===== config.mk =====
export PLATFORM = sky130hd
export DESIGN_NAME = lpif_die
export DESIGN_NICKNAME = d
export VERILOG_FILES = /design/src/hdl/lpif_pkg.sv /design/src/hdl/lpif_dbi.sv /design/src/hdl/lpif_die.sv /design/src/hdl/lpif_sync.sv
export SDC_FILE = /design/constraint.sdc
export NUM_CORES = 2
export LEC_CHECK = 0
export BUFFER_PORTS_ARGS = -buffer_cell sky130_fd_sc_hd__buf_2
export CAP_MARGIN = 20
export CORE_MARGIN = 4
export CORE_UTILIZATION = 30
export CTS_CLUSTER_DIAMETER = 80
export CTS_CLUSTER_SIZE = 24
export DETAILED_ROUTE_END_ITERATION = 6
export PLACE_DENSITY_LB_ADDON = 0.3
export SYNTH_ARGS = -nofsm -noshare
export SYNTH_HDL_FRONTEND = slang
export SYNTH_SLANG_ARGS = --single-unit

===== constraint.sdc =====
create_clock -name core_clk -period 15.2 [get_ports core_clk]
set_input_delay 1.52 -clock core_clk [delete_from_list [all_inputs] [get_ports core_clk]]
set_output_delay 1.52 -clock core_clk [all_outputs]
set_load 0.01 [all_outputs]

===== src/hdl/lpif_pkg.sv =====
// constants and types for the memory die pin interface
// assumes a single core clock much faster than the sampled link clock
package lpif_pkg;
  localparam int CA_W = 6;
  localparam int DQ_W = 16;
  localparam int BYTES = 2;
  localparam int MEM_DEPTH = 256;
  localparam int ADDR_W = 8;
  localparam logic [5:0] BL16 = 6'h10;
  localparam logic [5:0] BL32 = 6'h20;
  localparam logic [3:0] LAT_RST = 4'h2;
  localparam logic [1:0] MR_BL_RST = 2'h0;
  localparam logic MR_DMI_RST = 1'b0;
  localparam logic [1:0] MR_ODT_RST = 2'h0;
  localparam logic [7:0] BANK_MASK_RST = 8'h00;
  localparam logic [7:0] SEG_MASK_RST = 8'h00;
  // first-cycle command codes on CA[5:0]
  localparam logic [5:0] OP_MRW = 6'h06;
  localparam logic [5:0] OP_ACT = 6'h01;
  localparam logic [5:0] OP_WR = 6'h04;
  localparam logic [5:0] OP_MWR = 6'h0C;
  localparam logic [5:0] OP_RD = 6'h02;
  localparam logic [5:0] OP_REFAB = 6'h28;
  localparam logic [5:0] OP_REFPB = 6'h08;
  localparam logic [5:0] OP_SRE = 6'h18;
  localparam logic [5:0] OP_SRX = 6'h14;
  localparam logic [5:0] OP_ZQ = 6'h30;
  // mode register addresses
  localparam logic [5:0] MRA_BL = 6'h01;
  localparam logic [5:0] MRA_LAT = 6'h02;
  localparam logic [5:0] MRA_DMI = 6'h03;
  localparam logic [5:0] MRA_ODT = 6'h0B;
  localparam logic [5:0] MRA_BANK = 6'h10;
  localparam logic [5:0] MRA_SEG = 6'h11;
  typedef enum {ST_IDLE, ST_CMD2, ST_WAITRD, ST_WAITWR, ST_READ, ST_WRITE} lpif_state_t;
endpackage


===== src/hdl/lpif_dbi.sv =====
// per-byte data inversion encode and decode, combinational
// assumes caller registers the results
`timescale 1ns/1ps
module lpif_dbi (
  input wire logic [15:0] wrData,
  input wire logic [1:0] wrDmi,
  input wire logic [15:0] rdData,
  input wire logic dbiOn,
  output logic [15:0] wrPlain,
  output logic [1:0] wrMask,
  output logic [15:0] rdCoded,
  output logic [1:0] rdDmi
);
  genvar b;
  generate
    for (b = 0; b < 2; b++) begin : g_byte
      logic ones;
      // invert when more than half the bits are high, a cheap stand-in for the dc criterion
      assign ones = ($countones(rdData[8*b +: 8]) > 4);
      assign rdDmi[b] = dbiOn & ones;
      assign rdCoded[8*b +: 8] = rdDmi[b] ? ~rdData[8*b +: 8] : rdData[8*b +: 8];
      // in dbi mode dmi means inverted, otherwise it masks the byte
      assign wrPlain[8*b +: 8] = (dbiOn & wrDmi[b]) ? ~wrData[8*b +: 8] : wrData[8*b +: 8];
      assign wrMask[b] = ~dbiOn & wrDmi[b];
    end
  endgenerate
endmodule


===== src/hdl/lpif_die.sv =====
// pin level behaviour of one channel of the memory die
// assumes ck, dqs and all pins are asynchronous to core_clk, ck at least 4x slower
`timescale 1ns/1ps
// Summary of operation
// - capture command inputs on rising ck crossing
// - cke low disables command sampling and drivers
// - cke edges enter, exit power down
// - ca with cs decoded as commands
// - odt pin ignored, mode bits rule
// - read strobe driven edge aligned with data
// - two bytes, own strobe and dmi
// - dmi high marks an inverted byte
// - mode bit picks inversion or masking
// - one reset clears whole die except the memory array
// - burst 16 default, 32, on-the-fly
// - data twice per clock, command once
// - programmable read and write latency
// - all-bank, per-bank, self refresh, masking
// - commands span two cycles
module lpif_die (
  input wire logic core_clk,
  input wire logic rst_b,
  input wire logic ckPin,
  input wire logic ckePin,
  input wire logic csPin,
  input wire logic [5:0] caPin,
  input wire logic odtCaPin,
  input wire logic [15:0] dqIn,
  output logic [15:0] dqOut,
  output logic [15:0] dqOe,
  input wire logic [1:0] dqsIn,
  output logic [1:0] dqsOut,
  output logic [1:0] dqsOe,
  input wire logic [1:0] dmiIn,
  output logic [1:0] dmiOut,
  output logic [1:0] dmiOe,
  output logic powerDown,
  output logic selfRefresh,
  output logic [3:0] readLat,
  output logic [3:0] writeLat,
  output logic [1:0] odtSetting,
  output logic refreshPulse,
  output logic [2:0] refreshBank,
  output logic refreshAll,
  output logic zqBusy,
  output logic [7:0] bankMask,
  output logic [7:0] segMask
);
  logic ckS, ckeS, csS, ckD_q;
  logic [5:0] caS;
  logic [15:0] dqS;
  logic [1:0] dqsS, dmiS, dqsD_q;
  lpif_sync #(.W(9)) u_syncCmd (.core_clk(core_clk), .rst_b(rst_b), .din({ckPin, ckePin, csPin, caPin}),
    .dout({ckS, ckeS, csS, caS}));
  lpif_sync #(.W(20)) u_syncDat (.core_clk(core_clk), .rst_b(rst_b), .din({dqIn, dqsIn, dmiIn}),
    .dout({dqS, dqsS, dmiS}));

  logic ckRise, ckFall, ckEdge, cmdEn, ckeD_q;
  assign ckRise = ckS & ~ckD_q;
  assign ckFall = ~ckS & ckD_q;
  assign ckEdge = ckRise | ckFall;
  always_ff @(posedge core_clk or negedge rst_b) begin
    if (!rst_b) begin
      ckD_q <= 1'b0;
      dqsD_q <= 2'h0;
      ckeD_q <= 1'b0;
    end else begin
      ckD_q <= ckS;
      dqsD_q <= dqsS;
      if (ckRise) ckeD_q <= ckeS;
    end
  end
  // only rising crossings sample command pins, and only with cke high
  assign cmdEn = ckRise & ckeS;

  // power down takes inverted cke at each rising ck crossing; cke is part of every command
  always_ff @(posedge core_clk or negedge rst_b) begin
    if (!rst_b) powerDown <= 1'b1;
    else if (ckRise) powerDown <= ~ckeS;
  end

  lpif_pkg::lpif_state_t st_q;
  logic [5:0] op_q, arg_q, beats_q;
  logic [3:0] lat_q;
  logic [1:0] mrBl_q;
  logic mrDmi_q, blSel_q, masked_q;
  logic [lpif_pkg::ADDR_W-1:0] addr_q;
  logic [7:0] openRows_q;
  logic [15:0] mem [lpif_pkg::MEM_DEPTH];
  logic [15:0] wrPlain, rdCoded, rdWord;
  logic [1:0] wrMask, rdDmi;
  logic isRd, isWr;
  assign isRd = (op_q == lpif_pkg::OP_RD);
  assign isWr = (op_q == lpif_pkg::OP_WR) | (op_q == lpif_pkg::OP_MWR);

  assign rdWord = mem[addr_q];
  lpif_dbi u_dbi (.wrData(dqS), .wrDmi(dmiS), .rdData(rdWord), .dbiOn(mrDmi_q),
    .wrPlain(wrPlain), .wrMask(wrMask), .rdCoded(rdCoded), .rdDmi(rdDmi));

  // odtCaPin is left unread on purpose: termination follows the mode setting only
  logic [5:0] burstLen;
  // mode 0 fixed 16, mode 1 fixed 32, mode 2 on-the-fly from command bit
  assign burstLen = (mrBl_q == 2'h1 || (mrBl_q == 2'h2 && blSel_q)) ? lpif_pkg::BL32 : lpif_pkg::BL16;

  always_ff @(posedge core_clk or negedge rst_b) begin
    if (!rst_b) begin
      st_q <= lpif_pkg::ST_IDLE;
      op_q <= 6'h00;
      arg_q <= 6'h00;
      beats_q <= 6'h00;
      lat_q <= 4'h0;
      addr_q <= '0;
      blSel_q <= 1'b0;
      selfRefresh <= 1'b0;
      refreshPulse <= 1'b0;
      refreshBank <= 3'h0;
      refreshAll <= 1'b0;
      zqBusy <= 1'b0;
      openRows_q <= 8'h00;
    end else begin
      refreshPulse <= 1'b0;
      case (st_q)
        lpif_pkg::ST_IDLE: begin
          if (cmdEn && csS) begin
            op_q <= caS;
            st_q <= lpif_pkg::ST_CMD2;
          end
        end
        lpif_pkg::ST_CMD2: begin
          if (cmdEn) begin
            arg_q <= caS;
            st_q <= lpif_pkg::ST_IDLE;
            case (op_q)
              lpif_pkg::OP_ACT: openRows_q[caS[2:0]] <= 1'b1;
              lpif_pkg::OP_REFAB: begin
                refreshPulse <= 1'b1;
                refreshAll <= 1'b1;
              end
              lpif_pkg::OP_REFPB: begin
                refreshPulse <= 1'b1;
                refreshAll <= 1'b0;
                refreshBank <= caS[2:0];
              end
              lpif_pkg::OP_SRE: selfRefresh <= 1'b1;
              lpif_pkg::OP_SRX: selfRefresh <= 1'b0;
              lpif_pkg::OP_ZQ: zqBusy <= ~zqBusy;
              lpif_pkg::OP_RD, lpif_pkg::OP_WR, lpif_pkg::OP_MWR: begin
                // access to a closed bank is dropped; controller opens it first
                if (openRows_q[caS[2:0]] && (isRd || isWr)) begin
                  addr_q <= {caS[5:3], 5'h00};
                  blSel_q <= caS[5];
                  lat_q <= 4'h0;
                  st_q <= isRd ? lpif_pkg::ST_WAITRD : lpif_pkg::ST_WAITWR;
                end
              end
              default: ;
            endcase
          end
        end
        lpif_pkg::ST_WAITRD, lpif_pkg::ST_WAITWR: begin
          if (ckRise) begin
            lat_q <= lat_q + 4'h1;
            // programmed latency sets the first data beat
            if (lat_q == (st_q == lpif_pkg::ST_WAITRD ? readLat : writeLat)) begin
              beats_q <= 6'h00;
              st_q <= (st_q == lpif_pkg::ST_WAITRD) ? lpif_pkg::ST_READ : lpif_pkg::ST_WRITE;
            end
          end
        end
        lpif_pkg::ST_READ: begin
          if (ckEdge) begin
            beats_q <= beats_q + 6'h01;
            addr_q <= addr_q + 1'b1;
            if (beats_q == burstLen - 6'h01) st_q <= lpif_pkg::ST_IDLE;
          end
        end
        lpif_pkg::ST_WRITE: begin
          // write beats follow the controller strobe edges
          if (dqsS[0] != dqsD_q[0]) begin
            beats_q <= beats_q + 6'h01;
            addr_q <= addr_q + 1'b1;
            if (beats_q == burstLen - 6'h01) st_q <= lpif_pkg::ST_IDLE;
          end
        end
        default: st_q <= lpif_pkg::ST_IDLE;
      endcase
    end
  end

  // write memory, byte lanes masked independently
  genvar b;
  generate
    for (b = 0; b < lpif_pkg::BYTES; b++) begin : g_lane
      always_ff @(posedge core_clk) begin
        if (st_q == lpif_pkg::ST_WRITE && dqsS[b] != dqsD_q[b] && !(wrMask[b] && op_q == lpif_pkg::OP_MWR))
          mem[addr_q][8*b +: 8] <= wrPlain[8*b +: 8];
      end
    end
  endgenerate

  // mode register writes
  always_ff @(posedge core_clk or negedge rst_b) begin
    if (!rst_b) begin
      mrBl_q <= lpif_pkg::MR_BL_RST;
      mrDmi_q <= lpif_pkg::MR_DMI_RST;
      readLat <= lpif_pkg::LAT_RST;
      writeLat <= lpif_pkg::LAT_RST;
      odtSetting <= lpif_pkg::MR_ODT_RST;
      bankMask <= lpif_pkg::BANK_MASK_RST;
      segMask <= lpif_pkg::SEG_MASK_RST;
      masked_q <= 1'b0;
    end else if (st_q == lpif_pkg::ST_CMD2 && cmdEn && op_q == lpif_pkg::OP_MRW) begin
      masked_q <= 1'b0;
      case (arg_q)
        lpif_pkg::MRA_BL: mrBl_q <= caS[1:0];
        lpif_pkg::MRA_LAT: begin
          readLat <= {1'b0, caS[2:0]};
          writeLat <= {1'b0, caS[5:3]};
        end
        lpif_pkg::MRA_DMI: mrDmi_q <= caS[0];
        lpif_pkg::MRA_ODT: odtSetting <= caS[1:0];
        lpif_pkg::MRA_BANK: bankMask <= {2'h0, caS};
        lpif_pkg::MRA_SEG: segMask <= {2'h0, caS};
        default: ;
      endcase
    end else if (st_q == lpif_pkg::ST_IDLE && cmdEn && csS && caS == lpif_pkg::OP_MRW) begin
      masked_q <= 1'b1;
    end
  end

  // read drive: strobe toggles with each data beat, drivers off with cke low
  // drivers stay on until the ck edge after the last beat, so the last beat is seen
  logic rdOn, rdOe_q;
  assign rdOn = (st_q == lpif_pkg::ST_READ) & ~powerDown;
  always_ff @(posedge core_clk or negedge rst_b) begin
    if (!rst_b) begin
      dqOut <= 16'h0000;
      dmiOut <= 2'h0;
      dqsOut <= 2'h0;
      rdOe_q <= 1'b0;
    end else if (rdOn && ckEdge) begin
      dqOut <= rdCoded;
      dmiOut <= rdDmi;
      dqsOut <= {2{ckRise}};
      rdOe_q <= 1'b1;
    end else if (!rdOn && (ckEdge || powerDown)) begin
      dqsOut <= 2'h0;
      rdOe_q <= 1'b0;
    end
  end
  assign dqOe = {16{rdOe_q & ~powerDown}};
  assign dqsOe = {2{rdOe_q & ~powerDown}};
  assign dmiOe = {2{rdOe_q & ~powerDown & mrDmi_q}};

  a_pd_follow: assert property (@(posedge core_clk) disable iff (!rst_b)
    ckRise |=> (powerDown == !$past(ckeS))) else $error("power down not following cke");
  a_no_drive_pd: assert property (@(posedge core_clk) disable iff (!rst_b)
    powerDown |-> (dqOe == 16'h0000 && dqsOe == 2'h0)) else $error("drivers on in power down");
  a_cmd_on_rise: assert property (@(posedge core_clk) disable iff (!rst_b)
    (st_q == lpif_pkg::ST_IDLE && !ckRise) |=> st_q != lpif_pkg::ST_CMD2) else $error("command off edge");
  a_strobe_oe: assert property (@(posedge core_clk) disable iff (!rst_b)
    (dqsOe != 2'h0) |-> (dqOe == 16'hFFFF)) else $error("strobe without data");
  a_dmi_mask_off: assert property (@(posedge core_clk) disable iff (!rst_b)
    !mrDmi_q |-> dmiOe == 2'h0) else $error("dmi driven with inversion off");
  a_dmi_inv: assert property (@(posedge core_clk) disable iff (!rst_b)
    (rdOn && ckEdge) |=> ((dqOut[7:0] ^ {8{dmiOut[0]}}) == $past(rdWord[7:0]))) else $error("dbi");
  a_dqs_rise: assert property (@(posedge core_clk) disable iff (!rst_b)
    (rdOn && ckRise) |=> dqsOut == 2'h3) else $error("strobe not high after rising edge");
  a_refresh_pulse: assert property (@(posedge core_clk) disable iff (!rst_b)
    refreshPulse |=> !refreshPulse) else $error("refresh pulse too long");
  a_latency_wait: assert property (@(posedge core_clk) disable iff (!rst_b)
    (st_q == lpif_pkg::ST_WAITRD && !ckRise) |=> st_q == lpif_pkg::ST_WAITRD) else $error("latency skip");
endmodule


===== src/hdl/lpif_sync.sv =====
// two-flop synchroniser for pins from outside the core clock domain
// assumes rst_b is asynchronous active low
`timescale 1ns/1ps
module lpif_sync #(parameter int W = 1) (
  input wire logic core_clk,
  input wire logic rst_b,
  input wire logic [W-1:0] din,
  output logic [W-1:0] dout
);
  logic [W-1:0] meta_q;
  always_ff @(posedge core_clk or negedge rst_b) begin
    if (!rst_b) begin
      meta_q <= '0;
      dout <= '0;
    end else begin
      meta_q <= din;
      dout <= meta_q;
    end
  end
endmodule


Word level (Yosys, flattened, before mapping). Memories as Yosys holds them, arrays and structs flattened. Index checks and enable logic that the tools add are counted.

Word-level logic and storage cells: 217. Register bits after elaboration: 184. Output and inout port bits: 74. Memory bits (writable): 4096. Input bits: 32. Memories kept: 1.

Bitwise gates (word level): 25. Magnitude comparators: 4. Muxes and demuxes: 51. Eq/ne operators: 39. Reduce and logical (&&, ||, !) cells: 48. Add/subtract/negate cells: 18.

Memory list: mem (depth 256, width 16, rd ports 1, clocked after memory_dff 0, wr ports 1, line lpif_die.sv:89) `logic [15:0] mem [lpif_pkg::MEM_DEPTH];`.

Operators by type and width (number): $mux W32 (7); $add A32 B32 Y32 (6); $pmux W32 S5 (1); $eq A32 B2 Y1 const B (3); $eq A32 B3 Y1 const B (3); $mux W8 (9); $eq A32 B4 Y1 const B (2); $gt A32 B4 Y1 const B (2); $eq A32 B1 Y1 const B (1); $logic_not A32 Y1 (1); $not A8 Y8 (4); $mux W6 (5); $eq A6 B5 Y1 const B (4); $pmux W8 S3 (1); $eq A6 B2 Y1 const B (3); $eq A6 B4 Y1 const B (3); $pmux W6 S3 (1); $add A1 B1 Y2 (8); $mux W4 (4); $ne A2 B2 Y1 const B (8); $reduce_and A2 Y1 (8); $reduce_and A3 Y1 (5); $logic_and A1 B1 Y1 (14); $mux W1 (13); 33 further kinds (69).

Longest topological paths before layout.
Depth in word-level cells: 9. Depth in mapped cells: 23. Mapped depth without buffers: 18.

Cells and area by module. Synthesis repeated with hierarchy kept, for this count alone.

Cell total of the unflattened synthesis: 7627. Area total of the unflattened synthesis: 164520.3 µm².

By module, submodules not included: lpif_die (times used 1, area an instance 162325.7 µm², seq. area each 125404.0 µm², cells an instance 7487); lpif_sync at u_syncDat (times used 1, area an instance 1001.0 µm², seq. area each 1001.0 µm², cells an instance 40); lpif_dbi (times used 1, area an instance 743.2 µm², seq. area each 0.0 µm², cells an instance 82); lpif_sync at u_syncCmd (times used 1, area an instance 450.4 µm², seq. area each 450.4 µm², cells an instance 18).

Least setup slack after synthesis. OpenSTA, ideal clock, no wires.

Path kind: reg2reg. Start point: reg mrDmi_q. End point: mem mem[0][0] (data pin). Arrival time: 8139 ps. Setup time: 1647 ps. Path slack: 5414 ps. Period minus slack after synthesis: 9786 ps. Buffers on the path: 1. Stages on the path, launching flop included: 4. Required time: 13553 ps. Path through: dfrtp_1 > clkbuf_1 > nand2_1 > xnor2_1.

Cells in the longest elaborated chain, start to end: 2.

RTL lines: start: declaration (line lpif_die.sv:86) `logic mrDmi_q, blSel_q, masked_q;`; start signal: assignment (line lpif_die.sv:205) `mrDmi_q <= lpif_pkg::MR_DMI_RST;`; start signal: assignment (line lpif_die.sv:220) `lpif_pkg::MRA_DMI: mrDmi_q <= caS[0];`; $and A1 B1 Y1 (line lpif_dbi.sv:23) `assign wrPlain[8*b +: 8] = (dbiOn & wrDmi[b]) ? ~wrData[8*b +: 8] : wrData[8*b +: 8];`; $mux W8 (line lpif_dbi.sv:23); named net u_dbi.wrPlain[0] (line lpif_dbi.sv:9) `output logic [15:0] wrPlain,`; end: declaration (line lpif_die.sv:89).

The timed path passes the listed nets, and every way through them passes these cells.

Worst setup path after layout.
Start point: reg addr_q[0] (netlist bit). End point: reg dqOut[9].

Cells in the longest elaborated chain, start to end: 7. Elaborated cells between the ends (all ways): 12. Those cells by class: add/sub: 7; order compare: 1; mux: 1; bitwise: 2; memory: 1.

RTL lines: start: declaration (line lpif_die.sv:87) `logic [lpif_pkg::ADDR_W-1:0] addr_q;`; start signal: assignment (line lpif_die.sv:150) `addr_q <= {caS[5:3], 5'h00};`; start signal: assignment (line lpif_die.sv:173) `addr_q <= addr_q + 1'b1;`; start signal: assignment (line lpif_die.sv:181) `addr_q <= addr_q + 1'b1;`; $mem_v2 Z256 W16 (*); $add A1 B1 Y2 (line lpif_dbi.sv:19) `assign ones = ($countones(rdData[8*b +: 8]) > 4);`; $add A32 B32 Y32 (2 in a row) (line lpif_dbi.sv:19); $gt A32 B4 Y1 (line lpif_dbi.sv:19); $and A1 B1 Y1 (line lpif_dbi.sv:20) `assign rdDmi[b] = dbiOn & ones;`; $mux W8 (*) (line lpif_dbi.sv:21) `assign rdCoded[8*b +: 8] = rdDmi[b] ? ~rdData[8*b +: 8] : rdData[8*b +: 8];`; end signal: assignment (line lpif_die.sv:242) `dqOut <= rdCoded;`; end: declaration (line lpif_die.sv:29) `output logic [15:0] dqOut,`.

Mark *: on every way between the ends. The rest lies on a longest branch, timed or not. A chain may end at the register's enable or synchronous reset.

==> impl_metrics.csv <==
group,metric,value,unit
cts,cts_tree,"done",
sta,setup_viol,0,
setup_path,endpoint_kind,"flip-flop",
sta,grt_setup_unrepaired,"false",
pwr,fin_total_pwr,19.66,mW
cts,clk_pin_slew,100,ps
pwr,swShare,20.70,%
synth,synth.avg_cell_area,20.76,um2
synth,syn_inst,7915,
global_route,grt_max_degree,196,
synth,synth-warning-count,0,
synth,synth_enable_flop_cells,4096,
global_route,grt_overflow,0,
floorplanning,initial_utilization,30.14,%
sta,hold_viol,0,
synth,synth.largest_area_cell,"edfxtp_1",
setup_path,path_max_fanout,96,
pwr,pwr-share-clk,32.2,%
layout,synthToLayoutAreaGrowth,9.324,%
synth,ys_types,67,
cts,clk_latency,950,ps
cts,numClockSinks,4250,
global_route,antenna_found_initial,40,
cts,root_buffer,"clkbuf_16",
pwr,seqPwrFrac,65.6,%
drt,viasPerCell,5.118,
drt,detail-route-antenna-nets,0,
global_route,grt_pass1_vias,79990,
floorplanning,die_area,559700,um2
synth,synth.ff_latch_count,4250,
pwr,intPower,15.59,mW
cts,post_cts_buffers,0,
drt,detail_route.first_pass.iterations,6,
cts,clockBufferDepth,4,
sta,skew,56.66,ps
setup_path,startpoint_type,"flip-flop",
drt,route.detailed.drc,0,
sta,layout_min_cycle_time,8051,ps
cts,cts_htree_levels,4,
place,dp_hpwl,247.6,mm
drt,wl,420.3,mm
layout,final_cells,15220,
floorplanning,fp.dieW,748.1,um
synth,synthFlopType,"edfxtp_1",
global_route,grt_usage,14.61,%
cts,post_cts_resized,0,
flow_run,cap_viol_max_count,0,
cts,cts_buffers,210,
layout,final_util,32.95,%
sta,period_share,52.96,%
synth,ys_async_sr_fraction,3.624,%
synth,synthTopCellsByArea,"edfxtp_1 75%, mux4_2 13%, dfrtp_1 2.3%",
sta,worst_pin_slew,1249,ps
layout,drive_gt1_share,20.37,%
layout,nFillCells,51150,
floorplanning,rows,271,
place,place_congestion,0.8060,
synth,syn_area,164300,um2
layout,nets,7950,
pwr,max-vdd-ir-drop,0.09993,mV
sta,maxSlewViolCount,0,
drt,avgRoutedWirePerCell,27.61,um
worst_hold_path,hp-class,"reg -> reg",
floorplanning,ios,106,
drt,vias,77910,
synth,yosysSeqAreaShare,77.19,%
pwr,powerDensity,109.4,nW/um2
pwr,p_leak,51.85,nW
setup_path,cp_slowest_stage_delay,1020,ps
place,dp.cells,14900,
setup_path,cp.arrival,8900,ps
setup_path,path_buf_inv,5,
pwr,power_frac_comb,2.2,%
cts,cts_hold_buf,0,
place,port_buffers,98,
drt,drt_iter0_drc,8794,
status,status,"finished clean",
sta,finalSetupTns,0,ps
layout,final_cell_mix,"4096 x edfxtp_1, 971 x mux4_2, 576 x nor2_1",
sta,max_freq,0.1242,GHz
setup_path,critPathTopFamily,"adder cells",
layout,mostFrequentLayoutCell,"edfxtp_1",
synth,synth_top_area_share,74.85,%
setup_path,worstPathRequired,16050,ps
global_route,grt_pass1_wl,600.1,mm
setup_path,critPathKind,"reg -> reg",
floorplanning,fp.dieH,748.1,um
floorplanning,core_area,545200,um2
pwr,p_sw,4.069,mW
setup_path,critPathSlowestCell,"dfrtp_4",
sta,max-slew-margin-rel,16.71,%
sta,whs,348.6,ps
setup_path,crit_chain,"buf_4 > buf_12 > mux4_2 > a22oi_1 > a41oi_1 > nor2_1 > nand2_1 > and2_1 > ha_1 > inv_1 > fa_1 > inv_1 > fa_1 > ha_1 > inv_1 > fa_1 > o21ai_0 > nand2_1 > a211oi_1 > a221o_1",
[through the flow]
stage	instance area [um2]	setup WS [ps]
finish	179700	7149
global route	179600	6569
CTS	179400	6810
detailed placement	173400	6852
global placement	173400	6872
floorplan	164400	5414
[registers in the layout (all words and copies together), names as in the netlist, 3 cells and up]
name	flops
addr_q	8
arg_q	6
bankMask	6
beats_q	6
dqOut	16
lat_q	4
mem	4096
op_q	6
openRows_q	8
readLat	3
refreshBank	3
segMask	6
st_q	3
u_syncCmd.dout	9
u_syncCmd.meta_q	9
u_syncDat.dout	20
u_syncDat.meta_q	20
writeLat	3
[logic make-up after synthesis]
kind of cell / Yosys count / share of synthesized area [%]
other cells: 1 / 0.002282
mux: 1276 / 15.20
xor+xnor: 22 / 0.1173
compound gates: 539 / 2.439
flops: 4250 / 77.19
buf+inv: 559 / 1.497
fa+ha+maj: 30 / 0.2650
simple gates: 1238 / 3.280
[path summary, 6_finish.rpt]
check,slack [ps],cells past startpoint,to,start
max in group asynchronous,13390,3,powerDown,rst_b
max reg2reg,7150,20,dqOut[9],addr_q[0]
max,7150,20,dqOut[9],addr_q[0]
min in group asynchronous,640,1,u_syncDat.meta_q[11],rst_b
min,350,0,u_syncCmd.dout[2],u_syncCmd.meta_q[2]
min reg2reg,350,0,u_syncCmd.dout[2],u_syncCmd.meta_q[2]
[power groups by stage]
stage / clock network (mW) / logic (mW) / registers, mW
6_report: 6.33 / 0.441 / 12.9
4_1_cts: 6.50 / 0.444 / 12.9
3_3_place_gp: 0 / 0.429 / 13.2
3_5_place_dp: 0 / 0.444 / 13.2
2_1_floorplan: 0 / 0.223 / 13.2
5_1_grt: 6.92 / 0.482 / 12.9
[worst register-to-register path, delay by kind of cell (launching register included)]
family	cells	cell delay (ps)
muxes	1	790
and+or+nand+nor	4	1290
AOI/OAI and AO/OA	5	1420
DFF	1	1020
buffers and inverters	5	1690
adders and majority gates	5	1770
[layout make-up]
cell class,count,area (um2),share of cell area (%)
Sequential cell,4250,126900,70.62
Tap cell,7234,9051,5.038
Clock inverter,49,521.8,0.2904
Clock buffer,258,5528,3.077
Antenna cell,5,12.51,0.006964
Multi-Input combinational cell,3111,35280,19.64
Inverter,41,157.7,0.08775
Timing Repair Buffer,274,2228,1.240
[cells in the mapped netlist, types with 4 or more instances]
master and instances:
mux2_2 51, a21oi_1 43, a221o_1 14, mux4_2 971
nand2b_1 9, nand3_1 174, buf_2 130, o221ai_1 16
o311ai_0 16, o21bai_1 8, o2111ai_1 46, and3b_1 4
nor3_1 32, buf_1 49, or2_2 5, clkbuf_1 292
dfrtp_1 151, fa_1 8, and2_1 21, o31ai_1 4
and3_1 19, buf_4 41, a211oi_1 17, inv_1 41
nand2_1 298, ha_1 22, nand4b_1 6, nor4_1 32
o21ai_0 31, mux2i_1 254, xnor2_1 21, o22ai_1 69
a211o_1 5, a22oi_1 189, a221oi_1 17, edfxtp_1 4096
buf_6 6, nor2b_1 10, nor3b_1 8, o22a_1 18
nor2_1 576, nand4_1 23, a41oi_1 30, a22o_1 6
[per-layer routing]
metal	vias up	GRT usage, %	wire length (um)
li1	32360	-	-
met1	42450	20.16	175800
met2	2628	24.36	205500
met3	474	2.372	29070
met4	0	3.230	9948
met5	-	0	0
(Power assumes the default switching activity.)
